--- src/rtl/rbm_pkg.sv ---
// Constants for the banked clock register map: register indexes, field positions and reset values.
// Assumes a 32-bit AXI4-Lite register bus where each 7-bit register index takes one aligned word.
package rbm_pkg;
    localparam int         ADDR_W        = 12;
    localparam logic [6:0] IDX_CTRL_A    = 7'h0A;
    localparam logic [6:0] IDX_CTRL_B    = 7'h0B;
    localparam logic [6:0] IDX_CTRL_C    = 7'h0C;
    localparam logic [6:0] IDX_CTRL_D    = 7'h0D;
    localparam logic [6:0] IDX_LOCK_LO   = 7'h38;
    localparam logic [6:0] IDX_BANK_LO   = 7'h40;
    localparam logic [6:0] IDX_WCTL1     = 7'h40;
    localparam logic [6:0] IDX_WCTL2     = 7'h41;
    localparam logic [6:0] IDX_WFLAGS    = 7'h42;
    localparam logic [6:0] IDX_WWEEKDAY  = 7'h43;
    localparam logic [6:0] IDX_WMDAY     = 7'h44;
    localparam logic [6:0] IDX_WMONTH    = 7'h45;
    localparam logic [6:0] IDX_WYEAR     = 7'h46;
    localparam logic [6:0] IDX_GUARD     = 7'h47;
    localparam logic [6:0] IDX_CENTURY   = 7'h48;
    localparam logic [6:0] IDX_UPTR      = 7'h50;
    localparam logic [6:0] IDX_UDATA     = 7'h53;
    localparam logic [6:0] UPPER_GUARDED = 7'h20;
    localparam int         BANK_LSB      = 4;
    localparam logic [1:0] BANK_0        = 2'h0;
    localparam logic [1:0] BANK_1        = 2'h1;
    localparam logic [1:0] BANK_2        = 2'h2;
    localparam int         CTRL_A_RO_BIT = 7;
    localparam int         CTRL_B_RO_BIT = 3;
    localparam int         WCTL1_PFAIL   = 7;
    localparam logic [7:0] WCTL1_WO_MASK = 8'h68;
    localparam logic [6:0] WFLAGS_RESET  = 7'h41;
    localparam logic [6:0] WFLAGS_RC     = 7'h3F;
    localparam logic [7:0] GUARD_MASK    = 8'hF8;
    localparam int         G_UDATA       = 3;
    localparam int         G_RD_LOW32    = 4;
    localparam int         G_WR_LOW32    = 5;
    localparam int         G_RAM_WR      = 6;
    localparam int         G_LOCK_HI8    = 7;
    localparam logic [7:0] BYTE_ZERO     = 8'h00;
    localparam logic [7:0] BYTE_BLOCKED  = 8'hFF;
    localparam logic [1:0] RESP_OKAY     = 2'h0;
    localparam logic [1:0] RESP_SLVERR   = 2'h2;
endpackage

--- src/rtl/rbm_register_map.sv ---
// Banked register space of a battery-backed clock with a wake-up extension, as an AXI4-Lite slave.
// Assumes timekeeping and event detection sit outside and feed status bits in; aresetn is the
// first power-up reset, master_reset_pin the hardware master reset.
//
// The AXI4-Lite interface to the registers is this design's own decision.
`timescale 1ns/1ps
`default_nettype none

module rbm_register_map
    import rbm_pkg::*;
(
    input  wire logic              aclk,             // 40 MHz clock
    input  wire logic              aresetn,          // First power-up reset, synchronous
    input  wire logic [ADDR_W-1:0] s_axi_awaddr,     // Write address
    input  wire logic              s_axi_awvalid,    // Write address valid
    output logic                   s_axi_awready,    // Write address ready
    input  wire logic [31:0]       s_axi_wdata,      // Write data
    input  wire logic [3:0]        s_axi_wstrb,      // Write byte enables
    input  wire logic              s_axi_wvalid,     // Write data valid
    output logic                   s_axi_wready,     // Write data ready
    output logic [1:0]             s_axi_bresp,      // Write response
    output logic                   s_axi_bvalid,     // Write response valid
    input  wire logic              s_axi_bready,     // Write response ready
    input  wire logic [ADDR_W-1:0] s_axi_araddr,     // Read address
    input  wire logic              s_axi_arvalid,    // Read address valid
    output logic                   s_axi_arready,    // Read address ready
    output logic [31:0]            s_axi_rdata,      // Read data
    output logic [1:0]             s_axi_rresp,      // Read response
    output logic                   s_axi_rvalid,     // Read data valid
    input  wire logic              s_axi_rready,     // Read data ready
    input  wire logic              master_reset_pin, // Hardware master reset, active high
    input  wire logic              update_busy,      // Control A bit 7 from the timekeeper
    input  wire logic [7:0]        clock_status_c,   // Control C contents from the timekeeper
    input  wire logic [7:0]        clock_status_d,   // Control D contents from the timekeeper
    input  wire logic [5:0]        wake_event_set,   // Wake event pulses for flag bits 5-0
    input  wire logic              ring_level,       // Live level of the selected ring pin
    input  wire logic              power_fail_set,   // Pulse: switched to battery supply
    output logic [7:0]             ctrl_a_o,         // Control A as stored
    output logic [7:0]             ctrl_b_o,         // Control B as stored
    output logic [7:0]             wake_control_one, // Wake control 1
    output logic [7:0]             wake_control_two  // Wake control 2
);

    // ------------------------------------------------------------------
    // Storage
    // ------------------------------------------------------------------
    logic [7:0] low_mem  [0:63];
    logic [7:0] bank0_mem[0:63];
    logic [7:0] upper_mem[0:127];

    logic [7:0] ctrl_a_q, ctrl_b_q, wctl1_q, wctl2_q, century_q, guard_q;
    logic [7:0] wweekday_q, wmday_q, wmonth_q, wyear_q, wcentury_q;
    logic [6:0] wflags_q, uptr_q;
    logic       bvalid_q, rvalid_q;
    logic [1:0] bresp_q, rresp_q;
    logic [7:0] rdata_q;
    logic [7:0] rd_byte;

    function automatic logic in_map(input logic [ADDR_W-1:0] a);
        in_map = (a[ADDR_W-1:9] == '0);
    endfunction

    function automatic logic guarded_low(input logic [6:0] idx, input logic [7:0] g);
        guarded_low = g[G_LOCK_HI8] && (idx >= IDX_LOCK_LO) && (idx < IDX_BANK_LO);
    endfunction

    // ------------------------------------------------------------------
    // Bus handshake
    // ------------------------------------------------------------------
    logic       wr_fire, rd_fire, wr_en, rd_ok;
    logic [6:0] widx, ridx;
    logic [7:0] wd;
    logic [1:0] bank;
    logic       hi_w;
    logic       upper_blk_w;

    // Address and data are taken together; this keeps a single write in flight.
    assign s_axi_awready = s_axi_awvalid && s_axi_wvalid && !bvalid_q;
    assign s_axi_wready  = s_axi_awready;
    assign s_axi_arready = !rvalid_q;
    assign wr_fire       = s_axi_awready;
    assign rd_fire       = s_axi_arvalid && !rvalid_q;
    assign widx          = s_axi_awaddr[8:2];
    assign ridx          = s_axi_araddr[8:2];
    assign wd            = s_axi_wdata[7:0];
    assign wr_en         = wr_fire && in_map(s_axi_awaddr) && s_axi_wstrb[0];
    assign rd_ok         = in_map(s_axi_araddr);
    assign bank          = ctrl_a_q[BANK_LSB +: 2];
    assign hi_w          = wr_en && (widx >= IDX_BANK_LO);
    assign upper_blk_w   = guard_q[G_UDATA] || guard_q[G_RAM_WR]
                           || (guard_q[G_WR_LOW32] && (uptr_q < UPPER_GUARDED));

    assign s_axi_bvalid = bvalid_q;
    assign s_axi_bresp  = bresp_q;
    assign s_axi_rvalid = rvalid_q;
    assign s_axi_rresp  = rresp_q;
    assign s_axi_rdata  = {24'h000000, rdata_q};

    always_ff @(posedge aclk) begin
        if (!aresetn) begin
            bvalid_q <= 1'b0;
            bresp_q  <= RESP_OKAY;
        end else if (wr_fire) begin
            bvalid_q <= 1'b1;
            bresp_q  <= in_map(s_axi_awaddr) ? RESP_OKAY : RESP_SLVERR;
        end else if (s_axi_bready) begin
            bvalid_q <= 1'b0;
        end
    end

    always_ff @(posedge aclk) begin
        if (!aresetn) begin
            rvalid_q <= 1'b0;
            rresp_q  <= RESP_OKAY;
            rdata_q  <= BYTE_ZERO;
        end else if (rd_fire) begin
            rvalid_q <= 1'b1;
            rresp_q  <= rd_ok ? RESP_OKAY : RESP_SLVERR;
            rdata_q  <= rd_ok ? rd_byte : BYTE_ZERO;
        end else if (s_axi_rready) begin
            rvalid_q <= 1'b0;
        end
    end

    // ------------------------------------------------------------------
    // Read decode
    // ------------------------------------------------------------------
    // Reserved holes, bank 3 included, read as zero rather than as stale storage.
    always_comb begin
        rd_byte = BYTE_ZERO;
        if (ridx < IDX_BANK_LO) begin
            if (guarded_low(ridx, guard_q)) begin
                rd_byte = BYTE_BLOCKED;
            end else if (ridx == IDX_CTRL_A) begin
                rd_byte = {update_busy, ctrl_a_q[CTRL_A_RO_BIT-1:0]};
            end else if (ridx == IDX_CTRL_B) begin
                rd_byte = ctrl_b_q;
            end else if (ridx == IDX_CTRL_C) begin
                rd_byte = clock_status_c;
            end else if (ridx == IDX_CTRL_D) begin
                rd_byte = clock_status_d;
            end else begin
                rd_byte = low_mem[ridx[5:0]];
            end
        end else if (bank == BANK_0) begin
            rd_byte = bank0_mem[ridx[5:0]];
        end else if (bank == BANK_1) begin
            if (ridx == IDX_CENTURY) begin
                rd_byte = century_q;
            end else if (ridx == IDX_UPTR) begin
                rd_byte = {1'b0, uptr_q};
            end else if (ridx == IDX_UDATA) begin
                if (guard_q[G_UDATA] || (guard_q[G_RD_LOW32] && (uptr_q < UPPER_GUARDED))) begin
                    rd_byte = BYTE_BLOCKED;
                end else begin
                    rd_byte = upper_mem[uptr_q];
                end
            end
        end else if (bank == BANK_2) begin
            unique case (ridx)
                IDX_WCTL1:    rd_byte = wctl1_q & ~WCTL1_WO_MASK;
                IDX_WCTL2:    rd_byte = wctl2_q;
                IDX_WFLAGS:   rd_byte = {ring_level, wflags_q};
                IDX_WWEEKDAY: rd_byte = wweekday_q;
                IDX_WMDAY:    rd_byte = wmday_q;
                IDX_WMONTH:   rd_byte = wmonth_q;
                IDX_WYEAR:    rd_byte = wyear_q;
                IDX_GUARD:    rd_byte = guard_q;
                IDX_CENTURY:  rd_byte = wcentury_q;
                default:      rd_byte = BYTE_ZERO;
            endcase
        end
    end

    // ------------------------------------------------------------------
    // Shared lower region
    // ------------------------------------------------------------------
    // Clock fields are plain bytes here: hour and weekday codes are kept exactly as written.
    always_ff @(posedge aclk) begin
        if (wr_en && (widx < IDX_BANK_LO) && !guarded_low(widx, guard_q)
            && (widx != IDX_CTRL_A) && (widx != IDX_CTRL_B)
            && (widx != IDX_CTRL_C) && (widx != IDX_CTRL_D)) begin
            low_mem[widx[5:0]] <= wd;
        end
    end

    always_ff @(posedge aclk) begin
        if (!aresetn) begin
            ctrl_a_q <= BYTE_ZERO;
            ctrl_b_q <= BYTE_ZERO;
        end else if (wr_en && !guarded_low(widx, guard_q)) begin
            if (widx == IDX_CTRL_A) begin
                ctrl_a_q <= {ctrl_a_q[CTRL_A_RO_BIT], wd[CTRL_A_RO_BIT-1:0]};
            end
            if (widx == IDX_CTRL_B) begin
                ctrl_b_q <= {wd[7:CTRL_B_RO_BIT+1], ctrl_b_q[CTRL_B_RO_BIT], wd[CTRL_B_RO_BIT-1:0]};
            end
        end
    end

    assign ctrl_a_o = ctrl_a_q;
    assign ctrl_b_o = ctrl_b_q;

    // ------------------------------------------------------------------
    // Bank 0 RAM and bank 1 upper RAM
    // ------------------------------------------------------------------
    always_ff @(posedge aclk) begin
        if (hi_w && (bank == BANK_0) && !guard_q[G_RAM_WR]) begin
            bank0_mem[widx[5:0]] <= wd;
        end
    end

    always_ff @(posedge aclk) begin
        if (hi_w && (bank == BANK_1) && (widx == IDX_UDATA) && !upper_blk_w) begin
            upper_mem[uptr_q] <= wd;
        end
    end

    always_ff @(posedge aclk) begin
        if (!aresetn) begin
            century_q <= BYTE_ZERO;
            uptr_q    <= '0;
        end else if (hi_w && (bank == BANK_1)) begin
            if (widx == IDX_CENTURY) begin
                century_q <= wd;
            end
            if (widx == IDX_UPTR) begin
                uptr_q <= wd[6:0];
            end
        end
    end

    // ------------------------------------------------------------------
    // Bank 2 wake-up registers
    // ------------------------------------------------------------------
    // Only the power-up reset reaches these, except guard_q, which master_reset_pin also clears; there is no system reset input by design.
    always_ff @(posedge aclk) begin
        if (!aresetn) begin
            wctl1_q <= BYTE_ZERO;
            wctl2_q <= BYTE_ZERO;
        end else begin
            if (hi_w && (bank == BANK_2) && (widx == IDX_WCTL1)) begin
                wctl1_q[WCTL1_PFAIL-1:0] <= wd[WCTL1_PFAIL-1:0];
            end
            if (hi_w && (bank == BANK_2) && (widx == IDX_WCTL2)) begin
                wctl2_q <= wd;
            end
            // Power failure flag: a set in the same cycle beats a write-one clear.
            if (power_fail_set) begin
                wctl1_q[WCTL1_PFAIL] <= 1'b1;
            end else if (hi_w && (bank == BANK_2) && (widx == IDX_WCTL1) && wd[WCTL1_PFAIL]) begin
                wctl1_q[WCTL1_PFAIL] <= 1'b0;
            end
        end
    end

    assign wake_control_one = wctl1_q;
    assign wake_control_two = wctl2_q;

    always_ff @(posedge aclk) begin
        if (!aresetn) begin
            wflags_q <= WFLAGS_RESET;
        end else begin
            // A new event in the reading cycle survives the clear.
            if (rd_fire && rd_ok && (ridx == IDX_WFLAGS) && (bank == BANK_2)) begin
                wflags_q <= (wflags_q & ~WFLAGS_RC) | {1'b0, wake_event_set};
            end else begin
                wflags_q <= wflags_q | {1'b0, wake_event_set};
            end
        end
    end

    always_ff @(posedge aclk) begin
        if (!aresetn) begin
            wweekday_q <= BYTE_ZERO;
            wmday_q    <= BYTE_ZERO;
            wmonth_q   <= BYTE_ZERO;
            wyear_q    <= BYTE_ZERO;
            wcentury_q <= BYTE_ZERO;
        end else if (hi_w && (bank == BANK_2)) begin
            unique case (widx)
                IDX_WWEEKDAY: wweekday_q <= wd;
                IDX_WMDAY:    wmday_q    <= wd;
                IDX_WMONTH:   wmonth_q   <= wd;
                IDX_WYEAR:    wyear_q    <= wd;
                IDX_CENTURY:  wcentury_q <= wd;
                default:      wyear_q    <= wyear_q;
            endcase
        end
    end

    always_ff @(posedge aclk) begin
        if (!aresetn || master_reset_pin) begin
            guard_q <= BYTE_ZERO;
        end else if (hi_w && (bank == BANK_2) && (widx == IDX_GUARD)) begin
            guard_q <= guard_q | (wd & GUARD_MASK);
        end
    end

    // ------------------------------------------------------------------
    // Checks
    // ------------------------------------------------------------------
    // Each check looks one cycle after its triggering condition, when the register has settled.
    AST_FLAGS_READ_CLEAR: assert property (@(posedge aclk) disable iff (!aresetn)
        rd_fire && rd_ok && ridx == IDX_WFLAGS && bank == BANK_2 && wake_event_set == '0
        |=> (wflags_q & WFLAGS_RC) == '0)
        else $error("wake flags not cleared by read");
    AST_GUARD_STICKY: assert property (@(posedge aclk) disable iff (!aresetn)
        !master_reset_pin |=> (guard_q & $past(guard_q)) == $past(guard_q))
        else $error("guard bit cleared without master reset");
    AST_MR_CLEARS_GUARD: assert property (@(posedge aclk) disable iff (!aresetn)
        master_reset_pin |=> guard_q == BYTE_ZERO)
        else $error("guard not cleared by master reset");
    AST_WCTL2_HOLD: assert property (@(posedge aclk) disable iff (!aresetn)
        !(hi_w && bank == BANK_2 && widx == IDX_WCTL2) |=> $stable(wctl2_q))
        else $error("wake control two changed without a write");
    AST_B1_RESERVED_ZERO: assert property (@(posedge aclk) disable iff (!aresetn)
        rd_fire && rd_ok && bank == BANK_1 && ridx >= IDX_BANK_LO && ridx < IDX_CENTURY
        |=> s_axi_rvalid && s_axi_rdata == 32'h00000000)
        else $error("bank 1 reserved index read nonzero");
    AST_B2_RESERVED_ZERO: assert property (@(posedge aclk) disable iff (!aresetn)
        rd_fire && rd_ok && bank == BANK_2 && ridx > IDX_CENTURY
        |=> s_axi_rdata == 32'h00000000)
        else $error("bank 2 reserved index read nonzero");
    AST_CTRL_C_LIVE: assert property (@(posedge aclk) disable iff (!aresetn)
        rd_fire && rd_ok && ridx == IDX_CTRL_C |=> s_axi_rdata[7:0] == $past(clock_status_c))
        else $error("control C read wrong");
    AST_CTRL_B_BIT3: assert property (@(posedge aclk) disable iff (!aresetn)
        wr_en && widx == IDX_CTRL_B |=> $stable(ctrl_b_q[CTRL_B_RO_BIT]))
        else $error("control B bit 3 written");
    AST_CENTURY_WRITE: assert property (@(posedge aclk) disable iff (!aresetn)
        hi_w && bank == BANK_1 && widx == IDX_CENTURY |=> century_q == $past(s_axi_wdata[7:0]))
        else $error("century write lost");
    AST_POINTER_WRITE: assert property (@(posedge aclk) disable iff (!aresetn)
        hi_w && bank == BANK_1 && widx == IDX_UPTR |=> uptr_q == $past(s_axi_wdata[6:0]))
        else $error("upper pointer write lost");
    AST_CTRL_A_BIT7: assert property (@(posedge aclk) disable iff (!aresetn)
        wr_en && widx == IDX_CTRL_A |=> $stable(ctrl_a_q[CTRL_A_RO_BIT]))
        else $error("control A bit 7 written");
    AST_WYEAR_WRITE: assert property (@(posedge aclk) disable iff (!aresetn)
        hi_w && bank == BANK_2 && widx == IDX_WYEAR |=> wyear_q == $past(wd))
        else $error("wake year write lost");
    AST_WCTL2_WRITE: assert property (@(posedge aclk) disable iff (!aresetn)
        hi_w && bank == BANK_2 && widx == IDX_WCTL2 |=> wctl2_q == $past(wd))
        else $error("wake control two write lost");
    AST_FLAGS_READ_ONLY: assert property (@(posedge aclk) disable iff (!aresetn)
        !(rd_fire && ridx == IDX_WFLAGS) && wake_event_set == '0 |=> $stable(wflags_q))
        else $error("wake flags changed without event or read");
    AST_B0_RAM_READ: assert property (@(posedge aclk) disable iff (!aresetn)
        rd_fire && rd_ok && bank == BANK_0 && ridx >= IDX_BANK_LO
        |=> s_axi_rdata[7:0] == $past(bank0_mem[ridx[5:0]]))
        else $error("bank 0 RAM read wrong");

endmodule

`default_nettype wire

--- config.mk ---
export PLATFORM = sky130hd
export DESIGN_NAME = rbm_register_map
export DESIGN_NICKNAME = d
export VERILOG_FILES = /design/src/rtl/rbm_pkg.sv /design/src/rtl/rbm_register_map.sv
export SDC_FILE = /design/constraint.sdc
export NUM_CORES = 2
export LEC_CHECK = 0
export BUFFER_PORTS_ARGS = -buffer_cell sky130_fd_sc_hd__buf_2
export CAP_MARGIN = 5
export CORE_UTILIZATION = 35
export DETAILED_ROUTE_END_ITERATION = 12
export PLACE_DENSITY = 0.49
export SLEW_MARGIN = 20
export SYNTH_ARGS = -nofsm -noshare
export SYNTH_HDL_FRONTEND = slang
export SYNTH_SLANG_ARGS = --single-unit
--- constraint.sdc ---
create_clock -name aclk -period 7.6 [get_ports aclk]
set_clock_uncertainty 0.1 [all_clocks]
set_input_delay 1.14 -clock aclk [delete_from_list [all_inputs] [get_ports aclk]]
set_output_delay 1.14 -clock aclk [all_outputs]
set_load 0.01 [all_outputs]
# == Word-level counts from Yosys, hierarchy flattened ==
# Memories as Yosys holds them, arrays and structs flattened. A register that Yosys moved wholly into a read port is not among the register bits.
# Index checks and enable logic that the tools add are counted.
# totals
register_bits,114
ramBits,2048
out_inout_bits,73
word_cells,153
mem_count,3
# classes
magnitude_cmp,6
n_eq_ne,33
n_mux,32
bitwise_logic,3
n_reduce_logical,57
# mem_list
name,depth,width,rd,rd_clocked_by_memory_dff,write_ports,line_no,source
upper_mem,128,8,1,1,1,rbm_register_map.sv:49,logic [7:0] upper_mem[0:127];
bank0_mem,64,8,1,0,1,rbm_register_map.sv:48,logic [7:0] bank0_mem[0:63];
low_mem,64,8,1,0,1,rbm_register_map.sv:47,logic [7:0] low_mem [0:63];
# ops
cell,n
$eq A7 B7 Y1 const B,21
$mux W8,14
$pmux W8 S9,1
$eq A7 B4 Y1 const B,6
$logic_and A1 B1 Y1,32
$ne A7 B4 Y1 const B,4
$mux W7,3
$reduce_and A2 Y1,9
$ge A7 B6 Y1 const B,2
$lt A7 B7 Y1 const B,2
$or A7 B6 Y7,2
$mux W1,12
$or A8 B8 Y8,1
$ge A7 B7 Y1 const B,1
$lt A7 B6 Y1 const B,1
$logic_not A1 Y1,6
$logic_not A3 Y1,2
$reduce_bool A2 Y1,3
$logic_or A1 B1 Y1,4
$mux W2,2
$eq A2 B1 Y1 const B,1
$eq A2 B2 Y1 const B,1
$logic_not A2 Y1,1

# == Logic depth before layout (Yosys ltp) ==
# logic_depth
word_depth,12
ltp_mapped,13

# == Least setup slack after synthesis ==
# OpenSTA, ideal clock, no wires.
# synth_timing
path_kind,input -> register
from,input port s_axi_awvalid
to,"memory bank0_mem[10][0], enable pin"
arrival_time_ns,3.269
setup_slack_ns,3.860
cell_stages,6
n_path_buf,1
path_cell_list,and3b_1 -> clkbuf_1 -> nand4_1 -> nor4_1 -> nand3_1 -> nor2_1
# synth_via
elab_chain_cells,9
# synth_lines
item,line_no,source
from (decl),rbm_register_map.sv:15,"input wire logic s_axi_awvalid,"
$logic_and A1 B1 Y1 (2 in a row),rbm_register_map.sv:78,assign s_axi_awready = s_axi_awvalid && s_axi_wvalid && !bvalid_q;
via s_axi_awready,rbm_register_map.sv:16,"output logic s_axi_awready,"
$logic_and A1 B1 Y1 (2 in a row),rbm_register_map.sv:86,assign wr_en = wr_fire && in_map(s_axi_awaddr) && s_axi_wstrb[0];
$logic_and A1 B1 Y1,rbm_register_map.sv:89,assign hi_w = wr_en && (widx >= IDX_BANK_LO);
$logic_and A1 B1 Y1 (2 in a row),rbm_register_map.sv:208,if (hi_w && (bank == BANK_0) && !guard_q[G_RAM_WR]) begin
$mux W1,rbm_register_map.sv:208,
$mux W1 (implied by the code),rbm_register_map.sv:209,bank0_mem[widx[5:0]] <= wd;
to (decl),rbm_register_map.sv:48,
# The timed path passes the listed nets, and every way through them passes these cells.

# == Final worst setup path ==
# layout_timing
from,input port s_axi_awaddr[10]
to,"memory upper_mem[70][0], enable pin"
# layout_via
elab_chain_cells,9
# layout_lines
item,line_no,source
from (decl),rbm_register_map.sv:14,"input wire logic [ADDR_W-1:0] s_axi_awaddr,"
$logic_not A3 Y1,rbm_register_map.sv:60,in_map = (a[ADDR_W-1:9] == '0);
$logic_and A1 B1 Y1 (2 in a row),rbm_register_map.sv:86,
$logic_and A1 B1 Y1,rbm_register_map.sv:89,
$logic_and A1 B1 Y1 (3 in a row),rbm_register_map.sv:214,if (hi_w && (bank == BANK_1) && (widx == IDX_UDATA) && !upper_blk_w) begin
$mux W1,rbm_register_map.sv:214,
$mux W1 (implied by the code),rbm_register_map.sv:215,upper_mem[uptr_q] <= wd;
to (decl),rbm_register_map.sv:49,
# Every way passes these cells.

==> metrics.md <==
| Metric | Value |
|---|---|
| Ys async rst share | `0` |
| RSZ-0062 raised after global routing | `no` |
| CP arrival | `5.66 ns` |
| Fmax | `189 MHz` |
| # IOs | `~170` |
| Post-synthesis mux area share | `0.169` |
| Register clock-pin slew on the reported worst setup and hold paths | `0.06 ns` |
| Least-Margin Pin Slew | `1.22 ns` |
| CP startpoint kind | `primary input` |
| Critical-path cell list | `buf_2 -> nor3_1 -> buf_4 -> nand4_1 -> nor4_1 -> nor2b_1 -> nand3_1 -> buf_4 -> nor2_1` |
| Routed Antenna Nets | `0` |
| P_leak | `a little under 30 nW` |
| Largest net degree at the start of global routing | `197` |
| FILL cells | `21.6k` |
| Area growth, synth to finish | `12.9%` |
| Worst path most repeated cell | `buf_4` |
| Syn. warnings | `0` |
| Final setup vio count | `0` |
| Num CTS Buffers | `between 200 and 250` |
| Post-Route WL | `236000 um` |
| Drt wl/cell | `roughly 30 um` |
| Max-capacitance violation count | `0` |
| Crit-path slowest cell | `nor3_1` |
| Skew-Pair Late Insertion Delay | `between 0.8 and 0.9 ns` |
| Ys flop type | `edfxtp_1` |
| DRC | `0` |
| CTS tree | `done` |
| Synthesized instance count | `4214` |
| Die area | `between 0.2 and 0.25 sq mm` |
| Core area | `0.242 sq mm` |
| Layout cells sized above 1 | `0.244` |
| CP max FO | `9` |
| Clk sink count | `between 2k and 2.5k` |
| Setup bufs post-CTS | `0` |
| Post-DP HPWL | `roughly 140000 um` |
| Rel. slew slack | `0.185` |
| Via count | `42.4k` |
| Final min period | `about 5.3 ns` |
| Final Cycle Share | `0.697` |
| Hold WC Path Type | `reg -> reg` |
| IO Port Bufs | `106` |
| Synth Register Bits | `2163` |
| Final Max Tran Viols | `0` |
| Top delay family on crit path | `simple AND/OR/NAND/NOR gates` |
| Drt via density | `5.44` |
| Setup TNS | `0 ns` |
| Post-Synth Adder-Cell Area | `0` |
| Htree depth | `4` |
| Initial drt markers | `4064` |
| Status | `finished clean` |
| Row count | `180` |
| Buf/Inv on CP | `3` |
| Max rail drop VDD | `0.200 mV` |
| Compound-Gate Fraction of Synth Area | `0.0240` |
| Initial antenna violation count | `9` |
| Largest family of logic cells by synthesized area | `multiplexers` |
| Synth Area in Simple Gates | `0.0412` |
| Power per cell area | `between 200 and 300 mW/mm^2` |
| Sequential area share after synthesis | `0.747` |
| Synth Area in XOR/XNOR | `0.000103` |
| Post-cts hold buffer count | `0` |
| Avg Cell Area, Syn | `20.3 sq um` |
| Final Hold Fails | `0` |
| DR pass1 iterations | `6` |
| Die height | `496 um` |
| EDFF count, synth | `2048` |
| Post-Syn Area | `0.0854 sq mm` |
| Initial core utilization | `0.353` |
| Root Driver | `clkbuf_16` |
| Post_cts resized | `0` |
| Total power | `0.0242 W` |
| Post-synthesis cell type count | `76` |
| Critical path endpoint category | `flip-flop` |
| Global route overflow | `0` |
| First-pass GRT wire length | `333000 um` |
| Req. time, crit path | `7.96 ns` |
| Die X | `496 um` |
| Crit Path Class | `in -> reg` |
| Nets | `4512` |
| Gpl congestion | `0.819` |
| GRT Overall Usage | `0.191` |
| CTS Buffer Depth | `3` |
| Critical path's largest stage delay | `0.77 ns` |
| Number of global-route vias before repair | `43.0k` |
-- area by class of cell --
type	instances	area [sq um]	area share
sequential	2163	63800	0.661
multi-input combinational	1825	20300	0.210
clock buffer	285	5820	0.0603
tap	3185	3990	0.0413
timing repair buffer	195	1510	0.0156
clock inverter	119	1000	0.0104
inverter	14	52.6	0.000545
antenna	8	20.0	0.000208
-- worst paths after layout --
path / startpoint / endpoint / slack, ns / cells past startpoint
hold reg to reg: rdata_q[1] / rdata_q[1] / 0.37 / 2
setup / recovery: s_axi_awaddr[10] / upper_mem[70][0] / 2.30 / 9
setup reg to reg: s_axi_bvalid / upper_mem[70][0] / 2.97 / 8
hold / removal: rdata_q[1] / rdata_q[1] / 0.37 / 2
-- where the power goes --
part | switching (W) | internal, W
combinational | 0.000535 | 0.000246
sequential | 0.00000687 | 0.0130
clock | 0.00463 | 0.00577
-- Yosys cell counts (6+ instances only) --
library cell     n  area [sq um]
o2111ai_1        7          61.3
nor2b_1        114           713
edfxtp_1      2048         61500
nor3_1          19          95.1
a32oi_1         10          87.6
buf_1           14          52.6
a221o_1          8          80.1
mux2i_1        138          1380
or3_1            6          37.5
a21oi_1         52           260
o211ai_1        13          97.6
nand2b_1        25           156
a221oi_1        12           105
mux4_2         570         12800
nand3b_1         7          52.6
or2_2           10          62.6
buf_2           48           240
o21ai_0         35           175
buf_6           26           293
nand4_1         13          81.3
a22oi_1         57           428
clkbuf_1       114           428
nor2_2           9          56.3
a211oi_1        12          90.1
a31oi_1         16           100
nor4_1          11          68.8
nand3_1         33           165
inv_1           11          41.3
and2_1          10          62.6
o221ai_1         6          52.6
nand2_1        142           533
nor2_1         314          1180
buf_4           69           518
and3_1           8          50.1
mux2_2          21           236
o22ai_1         16           100
dfxtp_1        115          2300
o31ai_1          6          45.0
-- state kept, by name (all words and copies together) (netlist names), 6 cells and up, named ones only --
name	count
upper_mem	1024
uptr_q	7
wmonth_q	8
wweekday_q	8
wflags_q	6
wyear_q	8
low_mem	512
wcentury_q	8
bank0_mem	512
wmday_q	8
wake_control_two	8
ctrl_a_o	7
rdata_q	8
wake_control_one	8
century_q	8
ctrl_b_o	7
-- cell usage in the layout (no fill, tap or decap), types with 10 or more instances in the layout --
| cell type | count |
|---|---|
| a22oi_1 | 57 |
| nor2_2 | 10 |
| o211ai_1 | 13 |
| a31oi_1 | 16 |
| nand3_1 | 33 |
| and2_1 | 10 |
| edfxtp_1 | 2048 |
| o22ai_1 | 16 |
| clkbuf_16 | 220 |
| clkinv_2 | 39 |
| buf_12 | 16 |
| a211oi_1 | 12 |
| mux2i_1 | 138 |
| bufinv_16 | 11 |
| dfxtp_1 | 111 |
| nand2_1 | 138 |
| nand4_1 | 13 |
| conb_1 | 60 |
| nor4_1 | 11 |
| nand2b_1 | 25 |
| buf_4 | 76 |
| clkbuf_1 | 58 |
| buf_2 | 93 |
| o21ai_0 | 34 |
| a21oi_1 | 52 |
| inv_1 | 10 |
| a221oi_1 | 12 |
| buf_8 | 10 |
| nor2b_1 | 111 |
| nor2_1 | 313 |
| mux4_2 | 570 |
| a32oi_1 | 10 |
| mux2_2 | 21 |
| clkinv_1 | 53 |
| nor3_1 | 19 |
| or2_2 | 10 |
-- layer usage --
| layer | share of wire | GRT usage | vias to the layer above |
|---|---|---|---|
| li1 | - | - | 17705 |
| met1 | 0.45 | 0.275 | 23137 |
| met2 | 0.47 | 0.303 | 1204 |
| met3 | 0.049 | 0.0311 | 311 |
| met4 | 0.024 | 0.0502 | 4 |
| met5 | 0.00011 | 0 | - |
-- logic make-up (layout without fill, tap and decap cells) --
family | count (synthesis) | in the layout
buffers and inverters | 285 | 613
flip-flops | 2163 | 2163
AND/OR/NAND/NOR | 743 | 743
other | 1 | 68
XOR/XNOR | 1 | 1
AO/OA/AOI/OAI | 292 | 292
multiplexers | 729 | 729
-- worst min-delay path, cell delays in order (launching register included) --
cell	delay, ns
dfxtp_1	0.31
nand2_1	0.05
o21ai_1	0.06
-- through the flow --
| step | setup slack (ns) | instances | area [sq um] | util | hold slack (ns) |
|---|---|---|---|---|---|
| final | 2.30 | 7794 | 96500 | 0.399 | 0.366 |
| after global routing | 2.10 | 7788 | 96500 | 0.399 | 0.339 |
| after CTS | 2.25 | 7786 | 96500 | 0.399 | 0.295 |
| after detailed placement | 1.36 | 7382 | 89600 | 0.371 | 0.349 |
| after global placement | 1.37 | 7382 | 89600 | 0.371 | 0.343 |
| after floorplan | 3.86 | 4273 | 85600 | - | 0.339 |
Note: power is estimated with default switching activity, not from simulation.
